--- src/inc/fpm_cfg.svh ---
// constants for the flash parallel programming mode mux
`ifndef FPM_CFG_SVH
`define FPM_CFG_SVH
`define FPM_MODE_PROG 3'h7
`define FPM_ADDR_W 22
`define FPM_DATA_W 16
`define FPM_SYNC_RST 2'h0
`define FPM_SYNC_DONE 2'h2
`endif

--- src/inc/fpm_pkg.sv ---
// types for the flash parallel programming mode mux
package fpm_pkg;
  typedef enum logic [1:0] {
    FPM_RESET = 2'h0,
    FPM_NORMAL = 2'h1,
    FPM_PROG = 2'h2
  } fpm_mode_e;
endpackage : fpm_pkg

--- src/verilog/fpm_sync.sv ---
// two-flop synchroniser for pin inputs
`timescale 1ns/100ps
module fpm_sync #(
  parameter int W = 1
) (
  input wire logic clk, // clock
  input wire logic rst, // async reset
  input wire logic [W-1:0] d, // async input
  output logic [W-1:0] q // synchronised
);
  logic [W-1:0] meta_reg;
  initial begin
    if (W < 1) $error("fpm_sync width");
  end
  always_ff @(posedge clk or posedge rst) begin
    if (rst) begin
      meta_reg <= '0;
      q <= '0;
    end else begin
      meta_reg <= d;
      q <= meta_reg;
    end
  end
endmodule : fpm_sync

--- src/verilog/fpm_top.sv ---
// flash interface mux: cpu mode or parallel programming mode
`timescale 1ns/100ps
`include "fpm_cfg.svh"
module fpm_top #(
  parameter int AW = `FPM_ADDR_W,
  parameter int DW = `FPM_DATA_W
) (
  input wire logic clk, // clock
  input wire logic rst, // async reset, high
  input wire logic [2:0] mode_select_pins, // mode pins
  input wire logic pin_write_strobe_n, // programmer write strobe
  input wire logic pin_output_strobe_n, // programmer output strobe
  input wire logic pin_chip_select_n, // programmer chip select
  input wire logic pin_width_select_n, // programmer width select
  input wire logic pin_flash_reset_n, // programmer flash reset
  input wire logic [AW-1:0] pin_addr, // programmer address
  input wire logic [DW-1:0] pin_dq_in, // data pins in
  output logic [DW-1:0] pin_dq_out, // data pins out
  output logic pin_dq_oe, // data pins drive enable
  output logic pin_ready_busy_n, // ready/busy to pin
  output logic pin_ready_busy_oe, // ready/busy drive enable
  input wire logic cpu_we_n, // cpu write strobe
  input wire logic cpu_oe_n, // cpu output strobe
  input wire logic cpu_ce_n, // cpu chip select
  input wire logic [AW-1:0] cpu_addr, // cpu address
  input wire logic [DW-1:0] cpu_wdata, // cpu write data
  output logic [DW-1:0] cpu_rdata, // cpu read data
  output logic cpu_ready, // flash ready status for cpu
  output logic cpu_halt, // processor halted
  output logic write_strobe_n, // to flash array
  output logic output_strobe_n, // to flash array
  output logic chip_select_n, // to flash array
  output logic width_select_n, // to flash array
  output logic flash_reset_n, // to flash array
  output logic [AW-1:0] flash_addr, // to flash array
  output logic [DW-1:0] flash_wdata, // to flash array
  input wire logic [DW-1:0] flash_rdata, // from flash array
  input wire logic ready_busy_n // from flash array
);
  initial begin
    if (AW < 21 || DW < 1) $error("fpm_top parameters");
  end
  ////////////////////////////////////////////////////////////////////////
  localparam int PW = 5 + AW + DW;
  logic [PW-1:0] pin_raw;
  logic [PW-1:0] pin_s;
  logic [2:0] mode_s;
  logic strap_seen_reg;
  fpm_pkg::fpm_mode_e mode_reg;
  logic prog;
  assign pin_raw = {pin_write_strobe_n, pin_output_strobe_n,
    pin_chip_select_n, pin_width_select_n, pin_flash_reset_n,
    pin_addr, pin_dq_in};
  fpm_sync #(.W(PW)) u_sync_pins (
    .clk(clk),
    .rst(rst),
    .d(pin_raw),
    .q(pin_s)
  );
  fpm_sync #(.W(3)) u_sync_mode (
    .clk(clk),
    .rst(rst),
    .d(mode_select_pins),
    .q(mode_s)
  );
  // strap is caught once after release; synchroniser is clean by then
  logic [1:0] wait_reg;
  always_ff @(posedge clk or posedge rst) begin
    if (rst) begin
      wait_reg <= `FPM_SYNC_RST;
      strap_seen_reg <= 1'b0;
      mode_reg <= fpm_pkg::FPM_RESET;
    end else if (!strap_seen_reg) begin
      wait_reg <= wait_reg + 2'h1;
      if (wait_reg == `FPM_SYNC_DONE) begin
        strap_seen_reg <= 1'b1;
        mode_reg <= (mode_s == `FPM_MODE_PROG) ?
          fpm_pkg::FPM_PROG : fpm_pkg::FPM_NORMAL;
      end
    end
  end
  assign prog = (mode_reg == fpm_pkg::FPM_PROG);
  // programmer read: output strobe and chip select both low
  function automatic logic pin_read_req(input logic [PW-1:0] p);
    return !p[PW-2] && !p[PW-3];
  endfunction : pin_read_req
  ////////////////////////////////////////////////////////////////////////
  // flash side; cpu stays halted until the strap is known
  logic [DW-1:0] p_dq;
  logic [AW-1:0] p_addr;
  assign p_dq = pin_s[DW-1:0];
  assign p_addr = pin_s[DW+AW-1:DW];
  always_ff @(posedge clk or posedge rst) begin
    if (rst) begin
      write_strobe_n <= 1'b1;
      output_strobe_n <= 1'b1;
      chip_select_n <= 1'b1;
      width_select_n <= 1'b1;
      flash_reset_n <= 1'b0;
      flash_addr <= '0;
      flash_wdata <= '0;
      cpu_halt <= 1'b1;
    end else if (prog) begin
      cpu_halt <= 1'b1;
      write_strobe_n <= pin_s[PW-1];
      output_strobe_n <= pin_s[PW-2];
      chip_select_n <= pin_s[PW-3];
      width_select_n <= pin_s[PW-4];
      flash_reset_n <= pin_s[PW-5];
      flash_addr <= p_addr;
      flash_wdata <= p_dq;
    end else if (mode_reg == fpm_pkg::FPM_NORMAL) begin
      cpu_halt <= 1'b0;
      write_strobe_n <= cpu_we_n;
      output_strobe_n <= cpu_oe_n;
      chip_select_n <= cpu_ce_n;
      width_select_n <= 1'b1;
      flash_reset_n <= 1'b1;
      flash_addr <= cpu_addr;
      flash_wdata <= cpu_wdata;
    end
  end
  ////////////////////////////////////////////////////////////////////////
  // pin outputs; data driven only on a programmer read
  always_ff @(posedge clk or posedge rst) begin
    if (rst) begin
      pin_dq_out <= '0;
      pin_dq_oe <= 1'b0;
      pin_ready_busy_n <= 1'b0;
      pin_ready_busy_oe <= 1'b0;
    end else begin
      pin_dq_out <= flash_rdata;
      pin_dq_oe <= prog && pin_read_req(pin_s);
      pin_ready_busy_n <= ready_busy_n;
      pin_ready_busy_oe <= prog;
    end
  end
  always_ff @(posedge clk or posedge rst) begin
    if (rst) begin
      cpu_rdata <= '0;
      cpu_ready <= 1'b0;
    end else begin
      cpu_rdata <= prog ? '0 : flash_rdata;
      cpu_ready <= prog ? 1'b0 : ready_busy_n;
    end
  end
  ////////////////////////////////////////////////////////////////////////
  AST_HALT_PROG: assert property (
    @(posedge clk) disable iff (rst)
    prog |=> cpu_halt)
    else $error("cpu not halted");
  AST_HALT_NORMAL: assert property (
    @(posedge clk) disable iff (rst)
    (mode_reg == fpm_pkg::FPM_NORMAL) |=> !cpu_halt)
    else $error("cpu halted in cpu mode");
  AST_WIDTH_NORMAL: assert property (
    @(posedge clk) disable iff (rst)
    $past(mode_reg == fpm_pkg::FPM_NORMAL) |-> width_select_n)
    else $error("width select low in cpu mode");
  AST_WE_NORMAL: assert property (
    @(posedge clk) disable iff (rst)
    (mode_reg == fpm_pkg::FPM_NORMAL) |=> write_strobe_n == $past(cpu_we_n))
    else $error("write strobe not from cpu");
  AST_OE_NORMAL: assert property (
    @(posedge clk) disable iff (rst)
    (mode_reg == fpm_pkg::FPM_NORMAL) |=> output_strobe_n == $past(cpu_oe_n))
    else $error("output strobe not from cpu");
  AST_CE_NORMAL: assert property (
    @(posedge clk) disable iff (rst)
    (mode_reg == fpm_pkg::FPM_NORMAL) |=> chip_select_n == $past(cpu_ce_n))
    else $error("chip select not from cpu");
  AST_WE_PROG: assert property (
    @(posedge clk) disable iff (rst)
    prog |=> write_strobe_n == $past(pin_s[PW-1]))
    else $error("write strobe not from pin");
  AST_OE_PROG: assert property (
    @(posedge clk) disable iff (rst)
    prog |=> output_strobe_n == $past(pin_s[PW-2]))
    else $error("output strobe not from pin");
  AST_CE_PROG: assert property (
    @(posedge clk) disable iff (rst)
    prog |=> chip_select_n == $past(pin_s[PW-3]))
    else $error("chip select not from pin");
  AST_WIDTH_PROG: assert property (
    @(posedge clk) disable iff (rst)
    prog |=> width_select_n == $past(pin_s[PW-4]))
    else $error("width select not from pin");
  AST_FRST_PROG: assert property (
    @(posedge clk) disable iff (rst)
    prog |=> flash_reset_n == $past(pin_s[PW-5]))
    else $error("flash reset not from pin");
  AST_ADDR_PROG: assert property (
    @(posedge clk) disable iff (rst)
    prog |=> flash_addr == $past(p_addr))
    else $error("address not from pins");
  AST_DATA_PROG: assert property (
    @(posedge clk) disable iff (rst)
    prog |=> flash_wdata == $past(p_dq))
    else $error("data not from pins");
  AST_RB_PROG: assert property (
    @(posedge clk) disable iff (rst)
    prog |=> pin_ready_busy_oe && pin_ready_busy_n == $past(ready_busy_n))
    else $error("ready busy not on pin");
  AST_CPU_QUIET_PROG: assert property (
    @(posedge clk) disable iff (rst)
    prog |=> !cpu_ready && cpu_rdata == '0)
    else $error("cpu sees flash in programming mode");
  AST_DQ_READ_PROG: assert property (
    @(posedge clk) disable iff (rst)
    prog && pin_read_req(pin_s) |=> pin_dq_oe)
    else $error("data pins not driven on read");
  AST_DQ_DATA_PROG: assert property (
    @(posedge clk) disable iff (rst)
    prog |=> pin_dq_out == $past(flash_rdata))
    else $error("read data not on pins");
  AST_STRAP_TIME: assert property (
    @(posedge clk) disable iff (rst)
    $rose(strap_seen_reg) |-> prog == ($past(mode_s) == `FPM_MODE_PROG))
    else $error("mode not taken from strap");
  AST_MODE_FIXED: assert property (
    @(posedge clk) disable iff (rst)
    strap_seen_reg |=> $stable(mode_reg))
    else $error("mode changed without reset");
  AST_NO_DRIVE_CPU: assert property (
    @(posedge clk) disable iff (rst)
    !prog |=> !pin_dq_oe)
    else $error("pins driven in cpu mode");
endmodule : fpm_top
--- config.mk ---
export PLATFORM = sky130hd
export DESIGN_NAME = fpm_top
export DESIGN_NICKNAME = d
export VERILOG_FILES = /design/src/inc/fpm_pkg.sv /design/src/verilog/fpm_sync.sv /design/src/verilog/fpm_top.sv
export VERILOG_INCLUDE_DIRS = /design/src /design/src/inc
export SDC_FILE = /design/constraint.sdc
export NUM_CORES = 1
export LEC_CHECK = 0
export BUFFER_PORTS_ARGS = -buffer_cell sky130_fd_sc_hd__buf_4
export CAP_MARGIN = 20
export CORE_ASPECT_RATIO = 1.2
export CORE_UTILIZATION = 35
export DETAILED_ROUTE_END_ITERATION = 10
export PLACE_DENSITY = 0.62
export SLEW_MARGIN = 10
export SYNTH_ARGS = -nofsm -noshare
export SYNTH_HDL_FRONTEND = slang
export SYNTH_HIERARCHICAL = 1
export SYNTH_SLANG_ARGS = --single-unit
--- constraint.sdc ---
create_clock -name clk -period 2.65 [get_ports clk]
set_input_delay 0.1325 -clock clk [delete_from_list [all_inputs] [get_ports clk]]
set_output_delay 0.1325 -clock clk [all_outputs]
set_load 0.01 [all_outputs]
* Yosys cells after proc, flatten, opt, wreduce, memory -nomap -nowiden
Index checks and enable logic that the tools add are counted.
** Cells by class
- Add/sub/neg operators :: 1
- Eq/ne operators :: 4
- Muxes and demuxes :: 20
- Bitwise operators :: 1
- Reduce and logical (&&, ||, !) cells :: 6
** Operators by type and width (count)
- 16-bit two-way mux :: 3
- 22-bit two-way mux :: 2
- 1-bit two-way mux :: 14
- 2-bit == test, second input constant :: 2
- 3-bit == test, second input constant :: 1
- 2-bit by 1-bit adder with 2-bit output, second input constant :: 1
- 2-bit by 1-bit == test with 1-bit output, second input constant :: 1
- 1-bit logical AND :: 2
- 1-bit logical NOT :: 2
- 2-bit two-way mux :: 1
- 2-bit AND reduction :: 1
- 2-bit nonzero test :: 1
- 1-bit inverter :: 1
** Storage, ports and cells
- Register bits after elaboration :: 177

* Longest topological paths before layout
Gate-level depths: netlist (run 1).
- Depth in word-level cells :: 3
- Depth in mapped cells :: 6

* Modules after synthesis
Netlist (run 1), hierarchy kept.
** By module, submodules not included
- fpm_top :: instances 1, cells an instance 263, area each 3308.2 sq um
- fpm_sync at u_sync_pins :: instances 1, cells an instance 87, area each 2155.8 sq um
- fpm_sync at u_sync_mode :: instances 1, cells an instance 7, area each 153.9 sq um

* Least setup slack after synthesis (run 1)
Ideal clock, no wire load.
- Path kind :: reg2reg
- From :: register mode_reg[0]
- To :: register flash_addr[0]
- Setup time :: 132 ps
- Data arrival time :: 1120 ps
- Setup slack :: 1398 ps
- Stages on the path, launching flop included :: 7
- Clock period less this slack :: 1252 ps
- Path through :: dfrtp_1 -> inv_1 -> ha_1 -> buf_4 -> buf_2 -> nand2_1 -> o21ai_1
** On the way
- Longest elaborated chain between the ends :: 2
- Elaborated cells on any way between the ends :: 4
- Classes of those cells :: eq/ne (2); mux (1); reduce/logical (1)
** Ends and longest elaborated chain
- start, declared :: line fpm_top.sv:49 : fpm_pkg::fpm_mode_e mode_reg;
- start signal, assigned :: line fpm_top.sv:72 : mode_reg <= fpm_pkg::FPM_RESET;
- start signal, assigned :: line fpm_top.sv:77 : mode_reg <= (mode_s == `FPM_MODE_PROG) ?
- 2-bit == test or 2-bit by 1-bit == test with 1-bit output (tied branches) :: line fpm_top.sv:82, fpm_top.sv:112
- 22-bit two-way mux or 2-bit nonzero test (tied branches)
- end signal, assigned :: line fpm_top.sv:110 : flash_addr <= p_addr;
- end signal, assigned :: line fpm_top.sv:119 : flash_addr <= cpu_addr;
- end, declared :: line fpm_top.sv:35 : output logic [AW-1:0] flash_addr,
Parallel ways exist; a longest one is shown, timed or not.
A chain may end at the register's enable or synchronous reset.

* Worst setup path after layout (run 1)
- From :: register mode_reg[0]
- To :: register flash_addr[16]
** On the way
- Longest elaborated chain between the ends :: 2
- Elaborated cells on any way between the ends :: 4
- Classes of those cells :: eq/ne (2); mux (1); reduce/logical (1)
** Ends and longest elaborated chain
- 2-bit == test * :: line fpm_top.sv:82 : assign prog = (mode_reg == fpm_pkg::FPM_PROG);
- named net prog :: line fpm_top.sv:50 : logic prog;
- 22-bit two-way mux or 2-bit nonzero test (tied branches)
Mark *: on every way through the listed nets, which the timed path passes. The rest lies on a longest branch.

==> run_summary.xml, run 1 <==
<?xml version="1.0" encoding="UTF-8"?>
<metrics>
  <group name="synthesis">
    <metric name="synth-seq-cells" unit="">177</metric>
    <metric name="synthesis.area" unit="µm²">5618</metric>
    <metric name="synthTopCellsByCount" unit="">172 x dfrtp_1, 42 x mux2i_1, 42 x nand2_1, 40 x o21ai_1, 16 x nor2b_1</metric>
    <metric name="ys_dominant_reg_cell" unit="">dfrtp_1</metric>
    <metric name="synth_top_area_cell" unit="">dfrtp_1</metric>
    <metric name="synth_top_cells_by_area" unit="">dfrtp_1 77%, mux2i_1 7.5%, o21ai_1 3.6%</metric>
    <metric name="synth-seq-area-share" unit="%">78.95</metric>
    <metric name="synth.top_cell.area_share" unit="%">76.61</metric>
    <metric name="syn_inst" unit="">357</metric>
    <metric name="synth.most_common_cell" unit="">dfrtp_1</metric>
    <metric name="ys_types" unit="">23</metric>
    <metric name="syn_nets" unit="">466</metric>
    <metric name="synth_async_sr_flop_share" unit="%">100.0</metric>
    <metric name="post_synthesis_area_per_instance" unit="µm²">15.74</metric>
    <metric name="synth-edff-count" unit="">0</metric>
    <metric name="synth.yosys.warnings" unit="">6</metric>
  </group>
  <group name="status">
    <metric name="outcome" unit="">finished clean</metric>
  </group>
  <group name="detailed_routing">
    <metric name="viasPerCell" unit="">4.237</metric>
    <metric name="wire_per_inst" unit="µm">14.10</metric>
    <metric name="drt.antenna.violating_nets" unit="">0</metric>
    <metric name="vias" unit="">3669</metric>
    <metric name="route.final.wire_length" unit="mm">12.21</metric>
    <metric name="detail_route.iter0.violations" unit="">83</metric>
    <metric name="first_pass_iters" unit="">4</metric>
    <metric name="drc" unit="">0</metric>
  </group>
  <group name="power_and_ir_drop">
    <metric name="total_power_divided_by_cell_area" unit="nW/µm²">698.3</metric>
    <metric name="vdd_drop_max" unit="V">0.0003752</metric>
    <metric name="p_leak" unit="µW">0.004002</metric>
  </group>
  <group name="clocking">
    <metric name="cts.path.max_buffers" unit="">2</metric>
    <metric name="clock_sink_count" unit="">177</metric>
    <metric name="root_buffer" unit="">clkbuf_16</metric>
    <metric name="clk-insertion-delay-late" unit="ns">0.42</metric>
    <metric name="path_clk_slew" unit="ns">0.06</metric>
    <metric name="ctsHoldBuffers" unit="">94</metric>
    <metric name="cts_max_level" unit="">4</metric>
    <metric name="cts_tree" unit="">yes</metric>
    <metric name="postCtsSetupBuffers" unit="">0</metric>
    <metric name="post_cts_resized" unit="">0</metric>
    <metric name="numCtsBuffers" unit="">17</metric>
  </group>
  <group name="sta">
    <metric name="finalWorstSetupSlack" unit="ns">0.8718</metric>
    <metric name="finalSetupTns" unit="ns">0</metric>
    <metric name="finalMaxSlewViolations" unit="">0</metric>
    <metric name="worst_slew_pin_slew" unit="ns">0.8475</metric>
    <metric name="final_cycle_share" unit="%">67.10</metric>
    <metric name="fmax" unit="MHz">562.4</metric>
    <metric name="post_route_skew" unit="ns">0.005783</metric>
    <metric name="worst_slew_margin_rel" unit="%">43.44</metric>
    <metric name="period_needed" unit="ns">1.778</metric>
    <metric name="timing.final.hold_violations" unit="">0</metric>
    <metric name="grt_setup_unrepaired" unit="">false</metric>
    <metric name="finalSetupViolCount" unit="">0</metric>
  </group>
  <group name="final_layout">
    <metric name="syn2layout_area_growth" unit="%">56.04</metric>
    <metric name="layout-drive-gt1-share" unit="%">35.11</metric>
    <metric name="diodes" unit="">0</metric>
    <metric name="finish.net_count" unit="">754</metric>
    <metric name="num-fill-cells" unit="">1271</metric>
    <metric name="instances_no_fill" unit="">866</metric>
    <metric name="postLayoutCoreUtil" unit="%">56.05</metric>
  </group>
  <group name="global_routing">
    <metric name="grt_util_all_layers" unit="%">16.05</metric>
    <metric name="grt_max_degree" unit="">87</metric>
    <metric name="global_route.overflow_total" unit="">0</metric>
    <metric name="grt_pass1_wl" unit="mm">20.15</metric>
    <metric name="first_global_vias" unit="">4025</metric>
    <metric name="grt_antenna_before_repair" unit="">0</metric>
  </group>
  <group name="flow_run">
    <metric name="timing.max_cap.violations" unit="">0</metric>
  </group>
  <group name="placement">
    <metric name="place_worst_setup_slack" unit="ns">0.8653</metric>
    <metric name="gp_congestion" unit="">0.7607</metric>
    <metric name="portBuffers" unit="">185</metric>
    <metric name="post-dp-hpwl" unit="mm">8.047</metric>
    <metric name="dpl.cell_count" unit="">740</metric>
  </group>
  <group name="worst_setup_path">
    <metric name="sort_of_element_at_the_end_of_the_critical_path" unit="">register</metric>
    <metric name="cp_data_required_time" unit="ns">2.93</metric>
    <metric name="setup.worst_path.start_class" unit="">register</metric>
    <metric name="path_class" unit="">register to register</metric>
    <metric name="crit_fanout" unit="">36</metric>
    <metric name="timing.critical_path.arrival" unit="ns">2.06</metric>
  </group>
  <group name="die">
    <metric name="placement_rows" unit="">50</metric>
    <metric name="start_util" unit="%">35.92</metric>
    <metric name="dieHeight" unit="µm">140.8</metric>
    <metric name="floorplan.die_area" unit="µm²">16560</metric>
    <metric name="dieWidth" unit="µm">117.7</metric>
    <metric name="core-area" unit="µm²">15640</metric>
    <metric name="floorplan.io_pins" unit="">186</metric>
  </group>
  <group name="worst_hold_path">
    <metric name="hp-class" unit="">input pin to register</metric>
  </group>
</metrics>
[cells in the final DEF, fill, tap and decap left out, drive strengths merged, types with 2 or more instances in the layout]
| cell type | synthesis | final |
|---|---|---|
| o21ai | 42 | 42 |
| nor2b | 16 | 16 |
| clkinvlp | 0 | 3 |
| buf | 12 | 191 |
| dfrtp | 172 | 172 |
| clkinv | 0 | 3 |
| ha | 3 | 3 |
| dfstp | 5 | 5 |
| bufinv | 0 | 3 |
| mux2i | 42 | 42 |
| mux2 | 2 | 2 |
| nand2 | 42 | 42 |
| and2b | 2 | 2 |
| inv | 8 | 7 |
| dlygate4sd3 | 0 | 94 |
| clkbuf | 4 | 24 |
| a2bb2oi | 2 | 2 |
[report_power, final]
part / switching [µW] / internal, µW
Clock: 977 / 1560
Combinational: 271 / 364
Sequential: 71.4 / 2880
Total: 1320 / 4800
[cell families after synthesis]
kind of cell / share of synthesized area [%]
XOR/XNOR: 0.1559
AND/OR/NAND/NOR: 5.301
flip-flops: 78.95
adder cells (fa/ha/maj): 0.6682
multiplexers: 7.884
buffers and inverters: 2.984
AO/OA/AOI/OAI: 4.053
[layer usage]
layer	wire length, µm	global-route usage, %	up-vias
met4	355	9.244	0
met5	0	0	-
met2	6369	27.43	129
met1	4857	18.16	1778
li1	-	-	1739
met3	627	4.288	23
[worst max-delay path: stages (launching register included)]
cell and delay (ns):
dfrtp_1 0.37, inv_1 0.12, ha_4 0.53, buf_12 0.28, mux2i_1 0.24, o21ai_1 0.08
[through the flow]
stage,power (µW),area (µm²),hold WS (ns)
2_1_floorplan,3180,5618,-0.07654
3_3_place_gp,3509,7217,0.08636
3_5_place_dp,3528,7217,0.09486
4_1_cts,6199,8766,0.0001413
5_1_grt,6388,8766,0.01115
6_report,6121,8766,0.01375
[cell type report]
type	instances	area [µm²]	area share, %
sequential	177	4436	50.60
timing repair buffer	285	2400	27.38
multi-input combinational	156	1030	11.75
clock buffer	24	481.7	5.495
tap	208	260.3	2.969
clock inverter	8	126.4	1.442
inverter	8	32.53	0.3711
[worst paths after layout]
path                                               from                       to  slack (ns)  cells past startpoint
worst max-delay path                        mode_reg[0]           flash_addr[16]        0.87                      5
worst min-delay path                       cpu_addr[17]           flash_addr[17]        0.01                      3
worst max register to register              mode_reg[0]           flash_addr[16]        0.87                      5
worst min register to register  u_sync_pins/meta_reg[9]         u_sync_pins/q[9]        0.34                      0
max in group asynchronous                           rst           width_select_n        1.36                      4
min in group asynchronous                           rst  u_sync_mode/meta_reg[2]        0.22                      3
Note: power is estimated with default switching activity, not from simulation.
==> run 2, diff against run 1 <==
clock period = 1.7 ns   (was 2.65 ns; I/O delays follow)
==> run_summary.xml, run 2 (same netlist as run 1, synthesis figures left out) <==
<?xml version="1.0" encoding="UTF-8"?>
<metrics>
  <group name="final_layout">
    <metric name="diodes" unit="">0</metric>
    <metric name="layout.cells.most_common" unit="">buf_4</metric>
    <metric name="finish.net_count" unit="">768</metric>
    <metric name="instances_no_fill" unit="">879</metric>
    <metric name="layout-drive-gt1-share" unit="%">35.02</metric>
    <metric name="top_library_cells_by_usage_in_the_layout_fill_and_taps_aside" unit="">188 x buf_4, 172 x dfrtp_1, 105 x dlygate4sd3_1</metric>
    <metric name="syn2layout_area_growth" unit="%">58.57</metric>
    <metric name="num-fill-cells" unit="">1260</metric>
  </group>
  <group name="sta">
    <metric name="grt_setup_unrepaired" unit="">false</metric>
    <metric name="fmax" unit="MHz">700.7</metric>
    <metric name="finalMaxSlewViolations" unit="">0</metric>
    <metric name="finalSetupViolCount" unit="">0</metric>
    <metric name="finalSetupTns" unit="ns">0</metric>
    <metric name="timing.final.hold_violations" unit="">0</metric>
    <metric name="final_cycle_share" unit="%">83.95</metric>
    <metric name="worst_slew_pin_slew" unit="ns">0.5465</metric>
    <metric name="period_needed" unit="ns">1.427</metric>
    <metric name="worst_slew_margin_rel" unit="%">63.49</metric>
    <metric name="post_route_skew" unit="ns">0.005635</metric>
    <metric name="fin_hold_ws" unit="ns">0.1942</metric>
  </group>
  <group name="detailed_routing">
    <metric name="detailroute.wirelength.met3" unit="µm">568</metric>
    <metric name="viasPerCell" unit="">4.232</metric>
    <metric name="drt.antenna.violating_nets" unit="">0</metric>
    <metric name="first_pass_iters" unit="">4</metric>
    <metric name="detail_route.wirelength.met1" unit="mm">4.917</metric>
    <metric name="drc" unit="">0</metric>
    <metric name="topRoutingLayerUsed" unit="">met4</metric>
    <metric name="detail_route.iter0.violations" unit="">85</metric>
    <metric name="vias" unit="">3720</metric>
    <metric name="wire_per_inst" unit="µm">14.08</metric>
    <metric name="route.met2.wl" unit="mm">6.418</metric>
    <metric name="route.final.wire_length" unit="mm">12.38</metric>
  </group>
  <group name="die">
    <metric name="dieHeight" unit="µm">140.8</metric>
    <metric name="dieWidth" unit="µm">117.7</metric>
    <metric name="core-area" unit="µm²">15640</metric>
    <metric name="floorplan.die_area" unit="µm²">16560</metric>
    <metric name="floorplan.io_pins" unit="">186</metric>
    <metric name="start_util" unit="%">35.92</metric>
    <metric name="placement_rows" unit="">50</metric>
  </group>
  <group name="power_and_ir_drop">
    <metric name="swShare" unit="%">22.22</metric>
    <metric name="p_sw" unit="µW">2053</metric>
    <metric name="sequentialPowerShare" unit="%">49.8</metric>
    <metric name="cellInternalPower" unit="µW">7184</metric>
    <metric name="vdd_drop_max" unit="V">0.0006183</metric>
    <metric name="p_leak" unit="µW">0.004061</metric>
    <metric name="comb_power_share" unit="%">11.1</metric>
    <metric name="fraction_of_power_consumed_by_the_clock_network" unit="%">39.2</metric>
    <metric name="total_power_divided_by_cell_area" unit="nW/µm²">1037</metric>
  </group>
  <group name="global_routing">
    <metric name="grt_antenna_before_repair" unit="">0</metric>
    <metric name="grt_pass1_wl" unit="mm">20.36</metric>
    <metric name="global_route.overflow_total" unit="">0</metric>
    <metric name="first_global_vias" unit="">4183</metric>
    <metric name="grt_max_degree" unit="">87</metric>
    <metric name="grt_util_all_layers" unit="%">16.34</metric>
  </group>
  <group name="clocking">
    <metric name="clk-insertion-delay-late" unit="ns">0.42</metric>
    <metric name="path_clk_slew" unit="ns">0.06</metric>
    <metric name="root_buffer" unit="">clkbuf_16</metric>
    <metric name="cts_tree" unit="">yes</metric>
    <metric name="cts_max_level" unit="">4</metric>
    <metric name="numCtsBuffers" unit="">17</metric>
    <metric name="clock_sink_count" unit="">177</metric>
    <metric name="cts.path.max_buffers" unit="">2</metric>
    <metric name="postCtsSetupBuffers" unit="">0</metric>
  </group>
  <group name="worst_setup_path">
    <metric name="timing.critical_path.arrival" unit="ns">1.77</metric>
    <metric name="path_class" unit="">register to register</metric>
    <metric name="sort_of_element_at_the_end_of_the_critical_path" unit="">register</metric>
    <metric name="cp_data_required_time" unit="ns">2.04</metric>
    <metric name="setup.worst_path.start_class" unit="">register</metric>
    <metric name="crit_fanout" unit="">26</metric>
  </group>
  <group name="placement">
    <metric name="gp_congestion" unit="">0.7328</metric>
    <metric name="dpl.cell_count" unit="">743</metric>
    <metric name="post-dp-hpwl" unit="mm">8.019</metric>
    <metric name="portBuffers" unit="">185</metric>
  </group>
  <group name="flow_run">
    <metric name="timing.max_cap.violations" unit="">0</metric>
  </group>
  <group name="worst_hold_path">
    <metric name="hp-class" unit="">input pin to async pin</metric>
  </group>
  <group name="status">
    <metric name="outcome" unit="">finished clean</metric>
  </group>
</metrics>
## run 2: worst max-delay path, cell delays in order (launching register included)
cell,delay [ns]
dfrtp_1,0.42
ha_2,0.44
buf_4,0.30
nand2_1,0.10
o21ai_1,0.10
## run 2: power by group through the flow
stage | Combinational, µW | Clock (µW) | Sequential (µW)
2_1_floorplan | 237 | 0 | 4720
3_3_place_gp | 819 | 0 | 4670
3_5_place_dp | 838 | 0 | 4670
4_1_cts | 1040 | 3730 | 4600
5_1_grt | 1120 | 3890 | 4620
6_report | 1020 | 3620 | 4600
## run 2: area by class of cell
cell class / count / area (µm²) / area share [%]
Clock inverter: 6 / 47.55 / 0.5337
Clock buffer: 25 / 515.5 / 5.787
Inverter: 8 / 37.54 / 0.4213
Sequential cell: 177 / 4436 / 49.79
Timing Repair Buffer: 299 / 2582 / 28.99
Multi-Input combinational cell: 156 / 1030 / 11.56
Tap cell: 208 / 260.3 / 2.921
## run 2: through the flow
| stage | instance area (µm²) | total power, µW | setup slack, ns | util, % |
|---|---|---|---|---|
| 6_report | 8909 | 9237 | 0.2729 | 56.96 |
| 5_1_grt | 8909 | 9634 | 0.1478 | 56.96 |
| 4_1_cts | 8909 | 9365 | 0.2566 | 56.96 |
| 3_5_place_dp | 7295 | 5511 | 0.2654 | 46.64 |
| 3_3_place_gp | 7295 | 5485 | 0.3229 | 46.64 |
| 2_1_floorplan | 5625 | 4959 | 0.4479 | - |
## run 2: final timing paths
path                                          from                       end  slack (ns)  cells after the start
setup / recovery                       mode_reg[1]            flash_wdata[3]        0.27                      4
hold / removal                                 rst          u_sync_mode/q[0]        0.19                      3
setup reg to reg                       mode_reg[1]            flash_wdata[3]        0.27                      4
hold reg to reg            u_sync_mode/meta_reg[2]          u_sync_mode/q[2]        0.35                      0
max in group asynchronous                      rst            write_strobe_n        0.78                      4
min in group clk                      pin_addr[15]  u_sync_pins/meta_reg[31]        0.31                      2
## run 2: routing by layer
layer | vias up | track usage (%)
li1 | 1773 | -
met1 | 1780 | 18.03
met2 | 131 | 27.99
met3 | 36 | 4.531
met4 | 0 | 10.12
met5 | - | 0
## run 2: repair_timing
action / 4_1_cts / 5_1_grt
hold buffers: 105 / 0
endpoints found under the hold margin: 231 / 0
gates resized for setup: 0 / 0
==> run 3, diff against run 2 <==
clock period = 1.5 ns   (was 1.7 ns; I/O delays follow)
==> run_summary.xml, run 3 (same netlist as run 1, synthesis figures left out) <==
<?xml version="1.0" encoding="UTF-8"?>
<metrics>
  <group name="worst_hold_path">
    <metric name="hp-class" unit="">input pin to async pin</metric>
  </group>
  <group name="clocking">
    <metric name="cts_tree" unit="">yes</metric>
    <metric name="clock_sink_count" unit="">177</metric>
    <metric name="clk-insertion-delay-late" unit="ns">0.42</metric>
    <metric name="path_clk_slew" unit="ns">0.06</metric>
    <metric name="post_cts_resized" unit="">0</metric>
    <metric name="cts_max_level" unit="">4</metric>
    <metric name="cts.path.max_buffers" unit="">2</metric>
    <metric name="root_buffer" unit="">clkbuf_16</metric>
    <metric name="numCtsBuffers" unit="">17</metric>
  </group>
  <group name="global_routing">
    <metric name="grt_max_degree" unit="">43</metric>
    <metric name="grt_pass1_wl" unit="mm">20.09</metric>
    <metric name="first_global_vias" unit="">4154</metric>
    <metric name="grt_most_used_layer" unit="">met2</metric>
    <metric name="grt_util_all_layers" unit="%">16.10</metric>
    <metric name="grtUsageMet3" unit="%">5.259</metric>
    <metric name="grt_util_met2" unit="%">28.11</metric>
    <metric name="globalRouteMet1Util" unit="%">17.70</metric>
    <metric name="grt_antenna_before_repair" unit="">0</metric>
    <metric name="global_route.overflow_total" unit="">0</metric>
  </group>
  <group name="placement">
    <metric name="dpl.cell_count" unit="">743</metric>
    <metric name="place_worst_setup_slack" unit="ns">0.1183</metric>
    <metric name="portBuffers" unit="">185</metric>
    <metric name="gp_congestion" unit="">0.7492</metric>
    <metric name="post-dp-hpwl" unit="mm">7.754</metric>
  </group>
  <group name="sta">
    <metric name="finalMaxSlewViolations" unit="">0</metric>
    <metric name="period_needed" unit="ns">1.389</metric>
    <metric name="post_route_skew" unit="ns">0.005806</metric>
    <metric name="timing.final.hold_violations" unit="">0</metric>
    <metric name="worst_slew_pin_slew" unit="ns">0.4876</metric>
    <metric name="finalSetupViolCount" unit="">0</metric>
    <metric name="finalSetupTns" unit="ns">0</metric>
    <metric name="final_cycle_share" unit="%">92.60</metric>
    <metric name="worst_slew_margin_rel" unit="%">67.43</metric>
    <metric name="fmax" unit="MHz">719.9</metric>
    <metric name="finalWorstSetupSlack" unit="ns">0.1109</metric>
    <metric name="grt_setup_unrepaired" unit="">false</metric>
  </group>
  <group name="flow_run">
    <metric name="timing.max_cap.violations" unit="">0</metric>
  </group>
  <group name="detailed_routing">
    <metric name="drt.antenna.violating_nets" unit="">0</metric>
    <metric name="viasPerCell" unit="">4.250</metric>
    <metric name="wire_per_inst" unit="µm">14.06</metric>
    <metric name="vias" unit="">3740</metric>
    <metric name="route.final.wire_length" unit="mm">12.37</metric>
    <metric name="drc" unit="">0</metric>
    <metric name="first_pass_iters" unit="">4</metric>
    <metric name="detail_route.iter0.violations" unit="">106</metric>
  </group>
  <group name="power_and_ir_drop">
    <metric name="comb_power_share" unit="%">10.8</metric>
    <metric name="p_leak" unit="µW">0.004091</metric>
    <metric name="vdd_drop_max" unit="V">0.0008071</metric>
    <metric name="total_power_divided_by_cell_area" unit="nW/µm²">1203</metric>
    <metric name="p_sw" unit="µW">2413</metric>
    <metric name="cellInternalPower" unit="µW">8405</metric>
    <metric name="sequentialPowerShare" unit="%">48.1</metric>
    <metric name="fraction_of_power_consumed_by_the_clock_network" unit="%">41.0</metric>
    <metric name="swShare" unit="%">22.30</metric>
    <metric name="pwr_total" unit="µW">10820</metric>
  </group>
  <group name="final_layout">
    <metric name="finish.net_count" unit="">768</metric>
    <metric name="top_library_cells_by_usage_in_the_layout_fill_and_taps_aside" unit="">185 x buf_4, 172 x dfrtp_1, 105 x dlygate4sd3_1</metric>
    <metric name="layout.cells.most_common" unit="">buf_4</metric>
    <metric name="diodes" unit="">0</metric>
    <metric name="layout-drive-gt1-share" unit="%">35.42</metric>
    <metric name="syn2layout_area_growth" unit="%">60.07</metric>
    <metric name="instances_no_fill" unit="">880</metric>
    <metric name="postLayoutCoreUtil" unit="%">57.50</metric>
    <metric name="num-fill-cells" unit="">1257</metric>
  </group>
  <group name="worst_setup_path">
    <metric name="slowest_delay" unit="ns">0.38</metric>
    <metric name="timing.critical_path.arrival" unit="ns">1.69</metric>
    <metric name="critical_path.cell_chain" unit="">inv_1 -&gt; ha_4 -&gt; buf_12 -&gt; mux2i_1 -&gt; o21ai_1</metric>
    <metric name="sort_of_element_at_the_end_of_the_critical_path" unit="">register</metric>
    <metric name="crit_path_top_delay_cell" unit="">dfrtp_1</metric>
    <metric name="setup.worst_path.start_class" unit="">register</metric>
    <metric name="startpoint" unit="">mode_reg[0]</metric>
    <metric name="cp_data_required_time" unit="ns">1.80</metric>
    <metric name="crit_fanout" unit="">21</metric>
    <metric name="critical_path.reg2reg.endpoint" unit="">flash_wdata[11]</metric>
    <metric name="path_class" unit="">register to register</metric>
    <metric name="r2r_setup_slack" unit="ns">0.11</metric>
    <metric name="critical_path.reg2reg.startpoint" unit="">mode_reg[0]</metric>
    <metric name="worstRegToRegCells" unit="">5</metric>
  </group>
  <group name="die">
    <metric name="dieWidth" unit="µm">117.7</metric>
    <metric name="start_util" unit="%">35.92</metric>
    <metric name="floorplan.die_area" unit="µm²">16560</metric>
    <metric name="placement_rows" unit="">50</metric>
    <metric name="dieHeight" unit="µm">140.8</metric>
    <metric name="core-area" unit="µm²">15640</metric>
    <metric name="floorplan.io_pins" unit="">186</metric>
  </group>
  <group name="status">
    <metric name="outcome" unit="">finished clean</metric>
  </group>
</metrics>
-- run 3: critical path: cells and delay by family (launching register included) --
kind                     cells  cell delay [ns]
AO/OA/AOI/OAI                1             0.09
multiplexers                 1             0.22
adder cells (fa/ha/maj)      1             0.24
buffers and inverters        2             0.32
flip-flops                   1             0.38
-- run 3: layout make-up --
type	count	area [µm²]	area share, %
clock buffers	21	480.5	5.343
multi-input cells	156	1030	11.45
clock inverters	11	128.9	1.433
inverters	8	37.54	0.4174
repair buffers	299	2620	29.14
flip-flops and latches	177	4436	49.33
well taps	208	260.3	2.894
-- run 3: what timing repair did --
item | 4_1_cts | 5_1_grt
endpoints found under the hold margin | 224 | 0
setup endpoints to repair | 0 | 0
setup buffers | 0 | 0
hold buffers | 105 | 0
-- run 3: routing by layer --
| layer | up-vias | wire length, µm | part of all wire [%] |
|---|---|---|---|
| met5 | - | 0 | 0 |
| met4 | 0 | 340 | 2.7 |
| met3 | 25 | 693 | 5.6 |
| met2 | 126 | 6523 | 53 |
| met1 | 1817 | 4814 | 39 |
| li1 | 1772 | - | - |
-- run 3: per-stage QoR --
step / hold WS (ns) / instance area [µm²]
floorplan: -0.1340 / 5625
global placement: 0.03357 / 7332
detailed placement: 0.04785 / 7332
CTS: 0.1435 / 8992
global route: 0.1651 / 8992
finish: 0.1614 / 8992
-- run 3: power by group through the flow --
stage                     sequential [µW]  clock (µW)  combinational (µW)
after global placement               5280           0                 941
after CTS                            5210        4560                1180
after floorplan                      5350           0                 268
after detailed placement             5290           0                 961
final                                5210        4440                1170
after global routing                 5240        4770                1280
-- run 3: worst max path at each step --
stage                           end
floorplan             flash_addr[0]
CTS                   flash_addr[9]
global route        flash_wdata[11]
detailed placement  flash_wdata[14]
global placement    flash_wdata[14]
finish              flash_wdata[11]
